**config.mk**
```make
export PLATFORM = sky130hd
export DESIGN_NAME = vfdcar_regs
export DESIGN_NICKNAME = d
export VERILOG_FILES = /design/src/shared/vfdcar_pkg.sv /design/src/hw/vfdcar_serial_rx.sv /design/src/hw/vfdcar_regs.sv
export SDC_FILE = /design/constraint.sdc
export NUM_CORES = 1
export LEC_CHECK = 0
export ABC_CLOCK_PERIOD_IN_PS = 7350
export BUFFER_PORTS_ARGS = -buffer_cell sky130_fd_sc_hd__buf_2
export CAP_MARGIN = 25
export CORE_UTILIZATION = 60
export CTS_CLUSTER_SIZE = 8
export DETAILED_ROUTE_END_ITERATION = 10
export GPL_TIMING_DRIVEN = 0
export HOLD_SLACK_MARGIN = 0.15
export PLACE_DENSITY = 0.76
export REMOVE_ABC_BUFFERS = 1
export SKIP_LAST_GASP = 1
export SYNTH_ARGS = -nofsm -noshare
export SYNTH_HDL_FRONTEND = slang
export SYNTH_HIERARCHICAL = 1
export SYNTH_SLANG_ARGS = --single-unit
```
**constraint.sdc**
```tcl
create_clock -name mclk_i -period 7.35 [get_ports mclk_i]
set_input_delay 0.735 -clock mclk_i [delete_from_list [all_inputs] [get_ports mclk_i]]
set_output_delay 0.735 -clock mclk_i [all_outputs]
set_load 0.1 [all_outputs]
```
**src/shared/vfdcar_pkg.sv**
```systemverilog
// Constants and types for the display controller's configuration and annunciator registers.
// Assumes one 100 MHz system clock; the serial pins arrive from outside that clock's domain.
//
// Operation
// - Codes: dark, first half, second half, steady.
// - Byte holds four codes, first at D1:D0.
// - Config D0 low means shutdown, high runs.
// - Config D1 selects unlocked or locked.
// - D2 picks 1 s or 0.5 s blink.
// - D4 set clears blink counters at select release.
// - D5 set clears annunciator data at release.
// - D6 picks one or two digits per grid.
// - Config read D7 reports blink phase.
// - Word: R/W, 7-bit address, data, MSB first.
package vfdcar_pkg;

	// ----------------------------------------------------------------
	// Serial word layout
	// ----------------------------------------------------------------
	localparam int         WORD_BITS = 16;   // Bits per framed word
	localparam int         HEAD_BITS = 8;    // Flag plus address bits
	localparam logic [4:0] CNT_WORD  = 5'h10; // Bit count of a full word
	localparam logic [4:0] CNT_HEAD  = 5'h07; // Count before the last header bit
	localparam logic [4:0] CNT_MAX   = 5'h11; // Saturation of the bit counter

	// ----------------------------------------------------------------
	// Register map
	// ----------------------------------------------------------------
	localparam logic [6:0] CFG_ADDR  = 7'h04; // Configuration register
	localparam logic [6:0] ANN_BASE  = 7'h20; // First annunciator byte
	localparam int         NUM_GRIDS = 48;    // Annunciator bytes, one per grid
	localparam logic [7:0] CFG_RESET = 8'h00; // Shut down, unlocked, slow, one digit

	// Configuration bit positions
	localparam int CFG_S = 0; // Run when set
	localparam int CFG_L = 1; // Lock
	localparam int CFG_B = 2; // Fast blink
	localparam int CFG_X = 3; // No function
	localparam int CFG_T = 4; // Blink counter sync
	localparam int CFG_R = 5; // Global clear
	localparam int CFG_M = 6; // Two digits per grid
	localparam int CFG_P = 7; // Blink phase, read only

	// ----------------------------------------------------------------
	// Annunciator codes
	// ----------------------------------------------------------------
	localparam logic [1:0] ANN_DARK   = 2'h0;
	localparam logic [1:0] ANN_FIRST  = 2'h1;
	localparam logic [1:0] ANN_SECOND = 2'h2;
	localparam logic [1:0] ANN_STEADY = 2'h3;
	localparam int         ANN_PER_BYTE = 4;

	// ----------------------------------------------------------------
	// Blink timing
	// ----------------------------------------------------------------
	localparam int CLK_HZ         = 100_000_000;
	localparam int BLINK_SLOW_MS  = 1000; // Half period, slow
	localparam int BLINK_FAST_MS  = 500;  // Half period, fast
	localparam int BLINK_SLOW_CYC = BLINK_SLOW_MS * (CLK_HZ / 1000);
	localparam int BLINK_FAST_CYC = BLINK_FAST_MS * (CLK_HZ / 1000);
	localparam int BLINK_CNT_W    = 27;

	// ----------------------------------------------------------------
	// Types
	// ----------------------------------------------------------------
	typedef struct packed {
		logic       rw;   // High for a read
		logic [6:0] addr; // Command address
		logic [7:0] data; // Register data
	} vfdcar_word_type;

	typedef struct packed {
		logic m; // Two digits per grid
		logic r; // Global clear as written
		logic t; // Counter sync as written
		logic b; // Fast blink
		logic l; // Locked
		logic s; // Running
	} vfdcar_cfg_type;

endpackage

```
**src/hw/vfdcar_serial_rx.sv**
```systemverilog
// Serial slave for the display controller: frames 16-bit words and shifts read data out.
// Assumes select, clock and data come from pins and are sampled by the 100 MHz clock.
`timescale 1ns/1ns
module vfdcar_serial_rx
(
	// Clock and reset
	input  wire logic                       mclk_i,
	input  wire logic                       nrst_i,
	// Serial pins
	input  wire logic                       cs_n_i,
	input  wire logic                       sclk_i,
	input  wire logic                       din_i,
	output logic                            dout_o,
	// Register side
	input  wire logic [7:0]                 rd_data_i,
	output logic [6:0]                      rd_addr_o,
	output vfdcar_pkg::vfdcar_word_type     word_o,
	output logic                            word_valid_o
);

	// ----------------------------------------------------------------
	// State
	// ----------------------------------------------------------------
	logic [2:0]  cs_sync, next_cs_sync;     // Select synchroniser and edge stage
	logic [2:0]  sclk_sync, next_sclk_sync; // Clock synchroniser and edge stage
	logic [1:0]  din_sync, next_din_sync;   // Data synchroniser
	logic [15:0] shreg, next_shreg;         // Incoming word
	logic [4:0]  cnt, next_cnt;             // Rising clock edges in frame
	logic [7:0]  out_sh, next_out_sh;       // Outgoing read data
	logic        dout, next_dout;           // Output bit
	logic        sclk_rise;
	logic        sclk_fall;
	logic        cs_rise;

	// Edges come from the second and third stages only
	assign sclk_rise = sclk_sync[1] & ~sclk_sync[2];
	assign sclk_fall = ~sclk_sync[1] & sclk_sync[2];
	assign cs_rise   = cs_sync[1] & ~cs_sync[2];

	// Address of a read, valid while the last header bit arrives
	assign rd_addr_o    = {shreg[5:0], din_sync[1]};
	assign word_o       = shreg;
	assign word_valid_o = cs_rise && (cnt == vfdcar_pkg::CNT_WORD);
	assign dout_o       = dout;

	// Next-state logic
	always_comb
	begin
		next_cs_sync   = {cs_sync[1:0], cs_n_i};
		next_sclk_sync = {sclk_sync[1:0], sclk_i};
		next_din_sync  = {din_sync[0], din_i};
		next_shreg     = shreg;
		next_cnt       = cnt;
		next_out_sh    = out_sh;
		next_dout      = dout;
		if (cs_sync[1])
		begin
			// Deselected: restart framing
			next_cnt  = 5'h00;
			next_dout = 1'b0;
		end
		else if (sclk_rise)
		begin
			// Shift in MSB first
			next_shreg = {shreg[14:0], din_sync[1]};
			if (cnt != vfdcar_pkg::CNT_MAX)
				next_cnt = cnt + 5'h01;
			if (cnt == vfdcar_pkg::CNT_HEAD && shreg[6])
				next_out_sh = rd_data_i;
		end
		else if (sclk_fall && cnt >= 5'h08 && cnt < vfdcar_pkg::CNT_WORD)
		begin
			// Present read data MSB first on falling edges
			next_dout   = out_sh[7];
			next_out_sh = {out_sh[6:0], 1'b0};
		end
	end

	// Registers
	always_ff @(posedge mclk_i or negedge nrst_i)
	begin
		if (!nrst_i)
		begin
			cs_sync   <= 3'h7;
			sclk_sync <= 3'h0;
			din_sync  <= 2'h0;
			shreg     <= 16'h0000;
			cnt       <= 5'h00;
			out_sh    <= 8'h00;
			dout      <= 1'b0;
		end
		else
		begin
			cs_sync   <= next_cs_sync;
			sclk_sync <= next_sclk_sync;
			din_sync  <= next_din_sync;
			shreg     <= next_shreg;
			cnt       <= next_cnt;
			out_sh    <= next_out_sh;
			dout      <= next_dout;
		end
	end

endmodule // vfdcar_serial_rx

```
**src/hw/vfdcar_regs.sv**
```systemverilog
// Configuration and annunciator register bank of the display controller, with blink timing.
// Assumes a host on the four-wire serial pins; grid_sel_i comes from scan logic on mclk_i.
`timescale 1ns/1ns
module vfdcar_regs
#(
	parameter int BLINK_SLOW_CYC = vfdcar_pkg::BLINK_SLOW_CYC, // Slow half period
	parameter int BLINK_FAST_CYC = vfdcar_pkg::BLINK_FAST_CYC  // Fast half period
)
(
	// Clock and reset
	input  wire logic        mclk_i,
	input  wire logic        nrst_i,
	// Serial pins
	input  wire logic        cs_n_i,
	input  wire logic        sclk_i,
	input  wire logic        din_i,
	output logic             dout_o,
	// Scan side
	input  wire logic [5:0]  grid_sel_i,
	output logic [3:0]       ann_lit_o,
	// Mode outputs
	output logic             shutdown_o,
	output logic             config_locked_o,
	output logic             blink_fast_o,
	output logic             two_digit_o,
	output logic             blink_phase_o
);

	// ----------------------------------------------------------------
	// Declarations
	// ----------------------------------------------------------------
	// Number of annunciator bytes held here, one per grid
	localparam int NG = vfdcar_pkg::NUM_GRIDS;

	vfdcar_pkg::vfdcar_cfg_type  cfg, next_cfg;   // Configuration bits
	logic [7:0]                  ann [NG];        // Annunciator bytes
	logic [7:0]                  next_ann [NG];
	logic [vfdcar_pkg::BLINK_CNT_W-1:0] bcnt, next_bcnt; // Blink counter
	logic                        phase, next_phase; // Low in first half
	logic [3:0]                  lit, next_lit;   // Registered lit flags
	vfdcar_pkg::vfdcar_word_type word;            // Received word
	logic                        word_valid;      // Word committed
	logic [6:0]                  rd_addr;         // Address being read
	logic [7:0]                  rd_data;         // Read data to shift out
	logic [7:0]                  cfg_read;        // Configuration read value
	logic [5:0]                  rd_idx;          // Read annunciator index
	logic [5:0]                  wr_idx;          // Write annunciator index
	logic                        rd_ann_hit;
	logic                        wr_ann_hit;
	logic [vfdcar_pkg::BLINK_CNT_W-1:0] blink_lim; // Last count of half period

	// ----------------------------------------------------------------
	// Serial slave
	// ----------------------------------------------------------------
	vfdcar_serial_rx u_rx
	(
		.mclk_i       (mclk_i),
		.nrst_i       (nrst_i),
		.cs_n_i       (cs_n_i),
		.sclk_i       (sclk_i),
		.din_i        (din_i),
		.dout_o       (dout_o),
		.rd_data_i    (rd_data),
		.rd_addr_o    (rd_addr),
		.word_o       (word),
		.word_valid_o (word_valid)
	);

	// ----------------------------------------------------------------
	// Read path
	// ----------------------------------------------------------------
	// Byte index of a read or a write inside the annunciator window
	assign rd_idx     = 6'(rd_addr - vfdcar_pkg::ANN_BASE);
	assign wr_idx     = 6'(word.addr - vfdcar_pkg::ANN_BASE);
	// Window hits; addresses past the last grid fall through
	assign rd_ann_hit = (rd_addr >= vfdcar_pkg::ANN_BASE)
		&& (rd_addr < 7'(vfdcar_pkg::ANN_BASE + 7'(NG)));
	assign wr_ann_hit = (word.addr >= vfdcar_pkg::ANN_BASE)
		&& (word.addr < 7'(vfdcar_pkg::ANN_BASE + 7'(NG)));

	// Configuration readback with live phase and a zero no-function bit
	always_comb
	begin
		cfg_read                   = 8'h00;
		cfg_read[vfdcar_pkg::CFG_P] = phase;
		cfg_read[vfdcar_pkg::CFG_M] = cfg.m;
		cfg_read[vfdcar_pkg::CFG_R] = cfg.r;
		cfg_read[vfdcar_pkg::CFG_T] = cfg.t;
		cfg_read[vfdcar_pkg::CFG_X] = 1'b0;
		cfg_read[vfdcar_pkg::CFG_B] = cfg.b;
		cfg_read[vfdcar_pkg::CFG_L] = cfg.l;
		cfg_read[vfdcar_pkg::CFG_S] = cfg.s;
	end

	// Read data selection; unmapped addresses read zero
	always_comb
	begin
		// Address is complete as the eighth link bit arrives
		if (rd_addr == vfdcar_pkg::CFG_ADDR)
			rd_data = cfg_read;
		else if (rd_ann_hit)
			rd_data = ann[rd_idx];
		else
			rd_data = 8'h00;
	end

	// ----------------------------------------------------------------
	// Register writes, clears and blink timing
	// ----------------------------------------------------------------
	// Terminal count of the half period for the selected rate
	assign blink_lim = cfg.b ? vfdcar_pkg::BLINK_CNT_W'(BLINK_FAST_CYC - 1)
		: vfdcar_pkg::BLINK_CNT_W'(BLINK_SLOW_CYC - 1);

	// Next values of configuration, annunciators and blink state
	always_comb
	begin
		next_cfg   = cfg;
		next_ann   = ann;
		next_bcnt  = bcnt;
		next_phase = phase;
		// Free-running half-period counter toggles the phase
		if (bcnt >= blink_lim)
		begin
			next_bcnt  = '0;
			next_phase = ~phase;
		end
		else
			next_bcnt = bcnt + 1'b1;
		// Writes take effect when select is released
		if (word_valid && !word.rw)
		begin
			if (word.addr == vfdcar_pkg::CFG_ADDR)
			begin
				// Lock bit always follows the write, so a locked bank can be opened
				next_cfg.l = word.data[vfdcar_pkg::CFG_L];
				if (!cfg.l)
				begin
					// Unlocked: all writable bits update, D3 dropped
					next_cfg.s = word.data[vfdcar_pkg::CFG_S];
					next_cfg.b = word.data[vfdcar_pkg::CFG_B];
					next_cfg.t = word.data[vfdcar_pkg::CFG_T];
					next_cfg.r = word.data[vfdcar_pkg::CFG_R];
					next_cfg.m = word.data[vfdcar_pkg::CFG_M];
				end
				// Sync restarts the blink period in its first half
				if (word.data[vfdcar_pkg::CFG_T])
				begin
					next_bcnt  = '0;
					next_phase = 1'b0;
				end
				// Global clear of annunciator data
				if (word.data[vfdcar_pkg::CFG_R])
				begin
					for (int i = 0; i < NG; i++)
						next_ann[i] = 8'h00;
				end
			end
			// Annunciator byte write; other addresses are ignored
			else if (wr_ann_hit)
				next_ann[wr_idx] = word.data;
		end
	end

	// Decode the selected grid's four codes into lit flags
	always_comb
	begin
		logic [7:0] sel_byte;
		logic [1:0] code;
		// Grids past the last byte decode as dark
		sel_byte = (grid_sel_i < 6'(NG)) ? ann[grid_sel_i] : 8'h00;
		code     = vfdcar_pkg::ANN_DARK;
		next_lit = 4'h0;
		// One two-bit code per annunciator, the first at the bottom
		for (int k = 0; k < vfdcar_pkg::ANN_PER_BYTE; k++)
		begin
			code = sel_byte[2*k +: 2];
			case (code)
				vfdcar_pkg::ANN_FIRST:  next_lit[k] = ~phase;
				vfdcar_pkg::ANN_SECOND: next_lit[k] = phase;
				vfdcar_pkg::ANN_STEADY: next_lit[k] = 1'b1;
				default:                next_lit[k] = 1'b0;
			endcase
		end
		// Nothing lights in shutdown
		if (!cfg.s)
			next_lit = 4'h0;
	end

	// Register all state
	always_ff @(posedge mclk_i or negedge nrst_i)
	begin
		if (!nrst_i)
		begin
			// Shut down, unlocked, all annunciators dark
			cfg   <= '0;
			bcnt  <= '0;
			phase <= 1'b0;
			lit   <= 4'h0;
			for (int i = 0; i < NG; i++)
				ann[i] <= 8'h00;
		end
		else
		begin
			// Take the next values on every edge
			cfg   <= next_cfg;
			bcnt  <= next_bcnt;
			phase <= next_phase;
			lit   <= next_lit;
			ann   <= next_ann;
		end
	end

	// ----------------------------------------------------------------
	// Outputs
	// ----------------------------------------------------------------
	// Lit flags and modes come straight from flops
	assign ann_lit_o       = lit;
	assign shutdown_o      = ~cfg.s;
	assign config_locked_o = cfg.l;
	assign blink_fast_o    = cfg.b;
	assign two_digit_o     = cfg.m;
	assign blink_phase_o   = phase;

endmodule // vfdcar_regs

```
==> impl_metrics.py <==
metrics = {
    "floorplanning": {
        "die-area_um2": 42710,
        "ios": 21,
        "die_x_um": 206.7,
        "coreArea_um2": 41110,
        "rows": 74,
        "die_y_um": 206.7,
        "initial_utilization": 0.6114,
    },
    "synthesis": {
        "syn_avg_cell_area_um2": 13.10,
        "yosys.area.top_type": "dfrtp_1",
        "ys_seq_area_frac": 0.4581,
        "ys_warn_count": 6,
        "yosys-top-cells-area": "dfrtp_1 45%, mux4_2 17%, o2bb2ai_1 9.0%",
        "ys_seq_elements": 460,
        "synth_edf_count": 0,
        "synth_top_area_frac": 0.4550,
        "synthDistinctLibCells": 67,
        "synthCells": 1918,
        "async_flop_share": 1.000,
        "synth_area_um2": 25140,
        "synth_ff_type": "dfrtp_1",
    },
    "cells_and_area": {
        "multiInputGateArea_um2": 12540,
        "fin_util": 0.6636,
        "syn_to_final_growth_pct": 8.537,
        "drive_above_1_share": 0.2708,
        "seq_area_um2": 11530,
        "nets": 1866,
        "fill_cells": 2871,
    },
    "timing": {
        "min_period_ns": 3.877,
        "setup_viol": 0,
        "holdWs_ns": 0.2560,
        "timing.final.crit_share": 0.5275,
        "slew_viol_final": 0,
        "fmax_mhz": 257.9,
        "slew_headroom": 0.2032,
        "finalHoldViolations": 0,
        "rsz0062_at_grt": "no",
        "tightest_slew_ns": 1.184,
        "skew_ns": 0.02122,
    },
    "cts": {
        "clk-insertion-delay-late_ns": 0.58,
        "numCtsBuffers": 67,
        "cts-root-buf": "clkbuf_16",
        "clock-sinks": 460,
        "clock_path_buffers": 3,
        "cts_resized": 0,
        "clkSlewWorstSetupHoldPaths_ns": 0.05,
        "tritoncts": "built",
        "htree_num_levels": 3,
    },
    "critical_path": {
        "required_ns": 7.81,
        "crit_chain": "or3_1, nor4b_4, o21a_2, buf_12, nand3_1, o2bb2ai_1",
        "cp-start-kind": "flop",
        "crit_slowest_cell": "nand3_1",
        "cp-end-kind": "flop",
        "path_delay_family": "simple AND/OR/NAND/NOR gates",
        "slowest_delay_ns": 0.79,
        "crit_fanout": 29,
        "worstPathArrival_ns": 4.34,
        "path_class": "flop to flop",
        "crit_buf_inv": 1,
    },
    "placement": {
        "gp_congestion": 0.9837,
        "portBuffers": 20,
        "dp_hpwl_um": 47640,
    },
    "route": {
        "drtIter0Drc": 2321,
        "routed_wl_um": 76620,
        "vias": 18520,
        "postRouteAntennaNets": 0,
        "via_per_inst": 7.757,
        "drt_first_pass_iters": 9,
        "drc": 8,
        "post_drt_wl_per_cell_um": 32.10,
    },
    "global_route": {
        "gr-total-overflow": 0,
        "first_global_vias": 18540,
        "grt_pass1_wl_um": 115700,
        "antenna_found_initial": 3,
        "grt_usage": 0.3695,
        "grt_max_degree": 125,
    },
    "flow_run": {
        "maxCapViolCount": 0,
    },
    "power": {
        "leakage_nw": 10.79,
        "powerDensity_nw_per_um2": 235.8,
        "ir_worst_vdd_uv": 159.4,
        "p_total_mw": 6.433,
    },
    "outcome": {
        "violations": "design-rule violations",
        "outcome": "finished with violations",
    },
    "worst_hold_path": {
        "min_path_type": "input port to flop",
    },
}
-- report_power, final --
group          internal [mW]  switching [mW]  total [mW]
Sequential              2.56           0.113        2.68
Clock                   1.70            1.09        2.79
Combinational          0.255           0.714       0.969
Total                   4.52            1.92        6.43
-- cell type report --
cell class	count	share of cell area
Antenna cell	1	0.00009173
Clock buffer	79	0.06623
Clock inverter	2	0.0005045
Inverter	25	0.003440
Multi-Input combinational cell	1243	0.4596
Sequential cell	460	0.4225
Tap cell	532	0.02440
Timing Repair Buffer	45	0.02321
-- layer usage --
layer | routed length (µm) | part of all wire | global-route usage | up-vias
li1 | - | - | - | 7414
met1 | 28480 | 0.37 | 0.4910 | 9497
met2 | 34070 | 0.44 | 0.5276 | 1328
met3 | 9645 | 0.13 | 0.1243 | 274
met4 | 4409 | 0.058 | 0.2235 | 2
met5 | 13 | 0.00017 | 0 | -
-- layout by cell type (no fill, tap or decap), types with 21 or more instances in the layout --
master / Yosys / final
mux4_2: 190 / 190
nor2_1: 47 / 47
nand3_1: 46 / 46
o21ai_0: 62 / 62
a21oi_1: 25 / 25
or3_1: 38 / 37
mux2_2: 45 / 45
xnor2_1: 21 / 21
nand2_1: 108 / 107
dfrtp_1: 457 / 454
a22oi_1: 28 / 28
clkbuf_16: 0 / 71
nor3_1: 45 / 44
mux2i_1: 58 / 58
o2bb2ai_2: 87 / 87
o2bb2ai_1: 257 / 257
inv_1: 25 / 25
-- cells in the mapped netlist (5+ instances only) --
library cell and n:
buf_6 20, nor3_1 45, o21ai_0 62, o2bb2ai_1 257, inv_1 25, dfrtp_1 457, buf_2 70, nand3_1 46
buf_1 23, a22oi_1 28, a21oi_1 25, buf_4 13, nor4_1 7, nand2_2 12, clkbuf_1 64, nand3b_1 8
mux2_2 45, ha_1 13, o221ai_1 8, mux2i_1 58, nand2_1 108, o211ai_1 8, nor2_1 47, o21ai_1 5
a211o_1 5, nor2b_1 13, or3_1 38, o22ai_1 14, mux4_2 190, xnor2_1 21, nand2b_1 6, or2_2 13
o2bb2ai_2 87, o21ai_2 11
-- final timing paths --
kind,start,end,slack (ns),depth (start not counted)
max,u_rx/word_o[11]$_DFFE_PN0P_,ann[218]$_DFFE_PN0P_,3.47,6
min,cs_n_i,u_rx/cs_sync[0]$_DFF_PN1_,0.26,1
max reg2reg,u_rx/word_o[11]$_DFFE_PN0P_,ann[218]$_DFFE_PN0P_,3.47,6
min reg2reg,u_rx/din_sync[0]$_DFF_PN0_,u_rx/din_sync[1]$_DFF_PN0_,0.35,0
max in group asynchronous,nrst_i,u_rx/din_sync[1]$_DFF_PN0_,5.27,4
min in group asynchronous,nrst_i,ann[295]$_DFFE_PN0P_,0.64,2
-- flip-flops by register name (all words and copies together) (netlist names), 3 cells and up --
name	flops
u_rx/out_sh	8
u_rx/word_o	16
cfg	3
ann_lit_o	4
u_rx/cs_sync	3
u_rx/cnt	5
u_rx/sclk_sync	3
ann	384
bcnt	27
-- worst register-to-register path, cell delays in order, from the launching register on --
cell,delay (ns)
dfrtp_1,0.47
or3_1,0.61
nor4b_4,0.55
o21a_2,0.59
buf_12,0.27
nand3_1,0.80
o2bb2ai_1,0.48
-- cells by family after synthesis --
group,count (synthesis),synth area share
AOI/OAI and AO/OA,537,0.1917
and+or+nand+nor,374,0.07756
xor gates and xnor gates,25,0.008711
buffers and inverters,215,0.04351
muxes,294,0.2139
DFF,460,0.4581
adders and majority gates,13,0.006471
-- stage by stage --
| stage | setup slack, ns | area [µm²] | cells | TNS, ns |
|---|---|---|---|---|
| finish | 3.473 | 27280 | 2387 | 0 |
| global route | 3.435 | 27280 | 2386 | 0 |
| CTS | 3.145 | 27180 | 2380 | 0 |
| detailed placement | 3.191 | 25350 | 2298 | 0 |
| global placement | -3.445 | 24900 | 2280 | -1562.08 |
| floorplan | 1.618 | 24140 | 1728 | 0 |
-- what timing repair did --
| item | in CTS | in global routing |
|---|---|---|
| buffers inserted | 0 | 0 |
| hold buffers | 1 | 0 |
| hold endpoints to repair | 38 | 0 |
(Power assumes the default switching activity.)
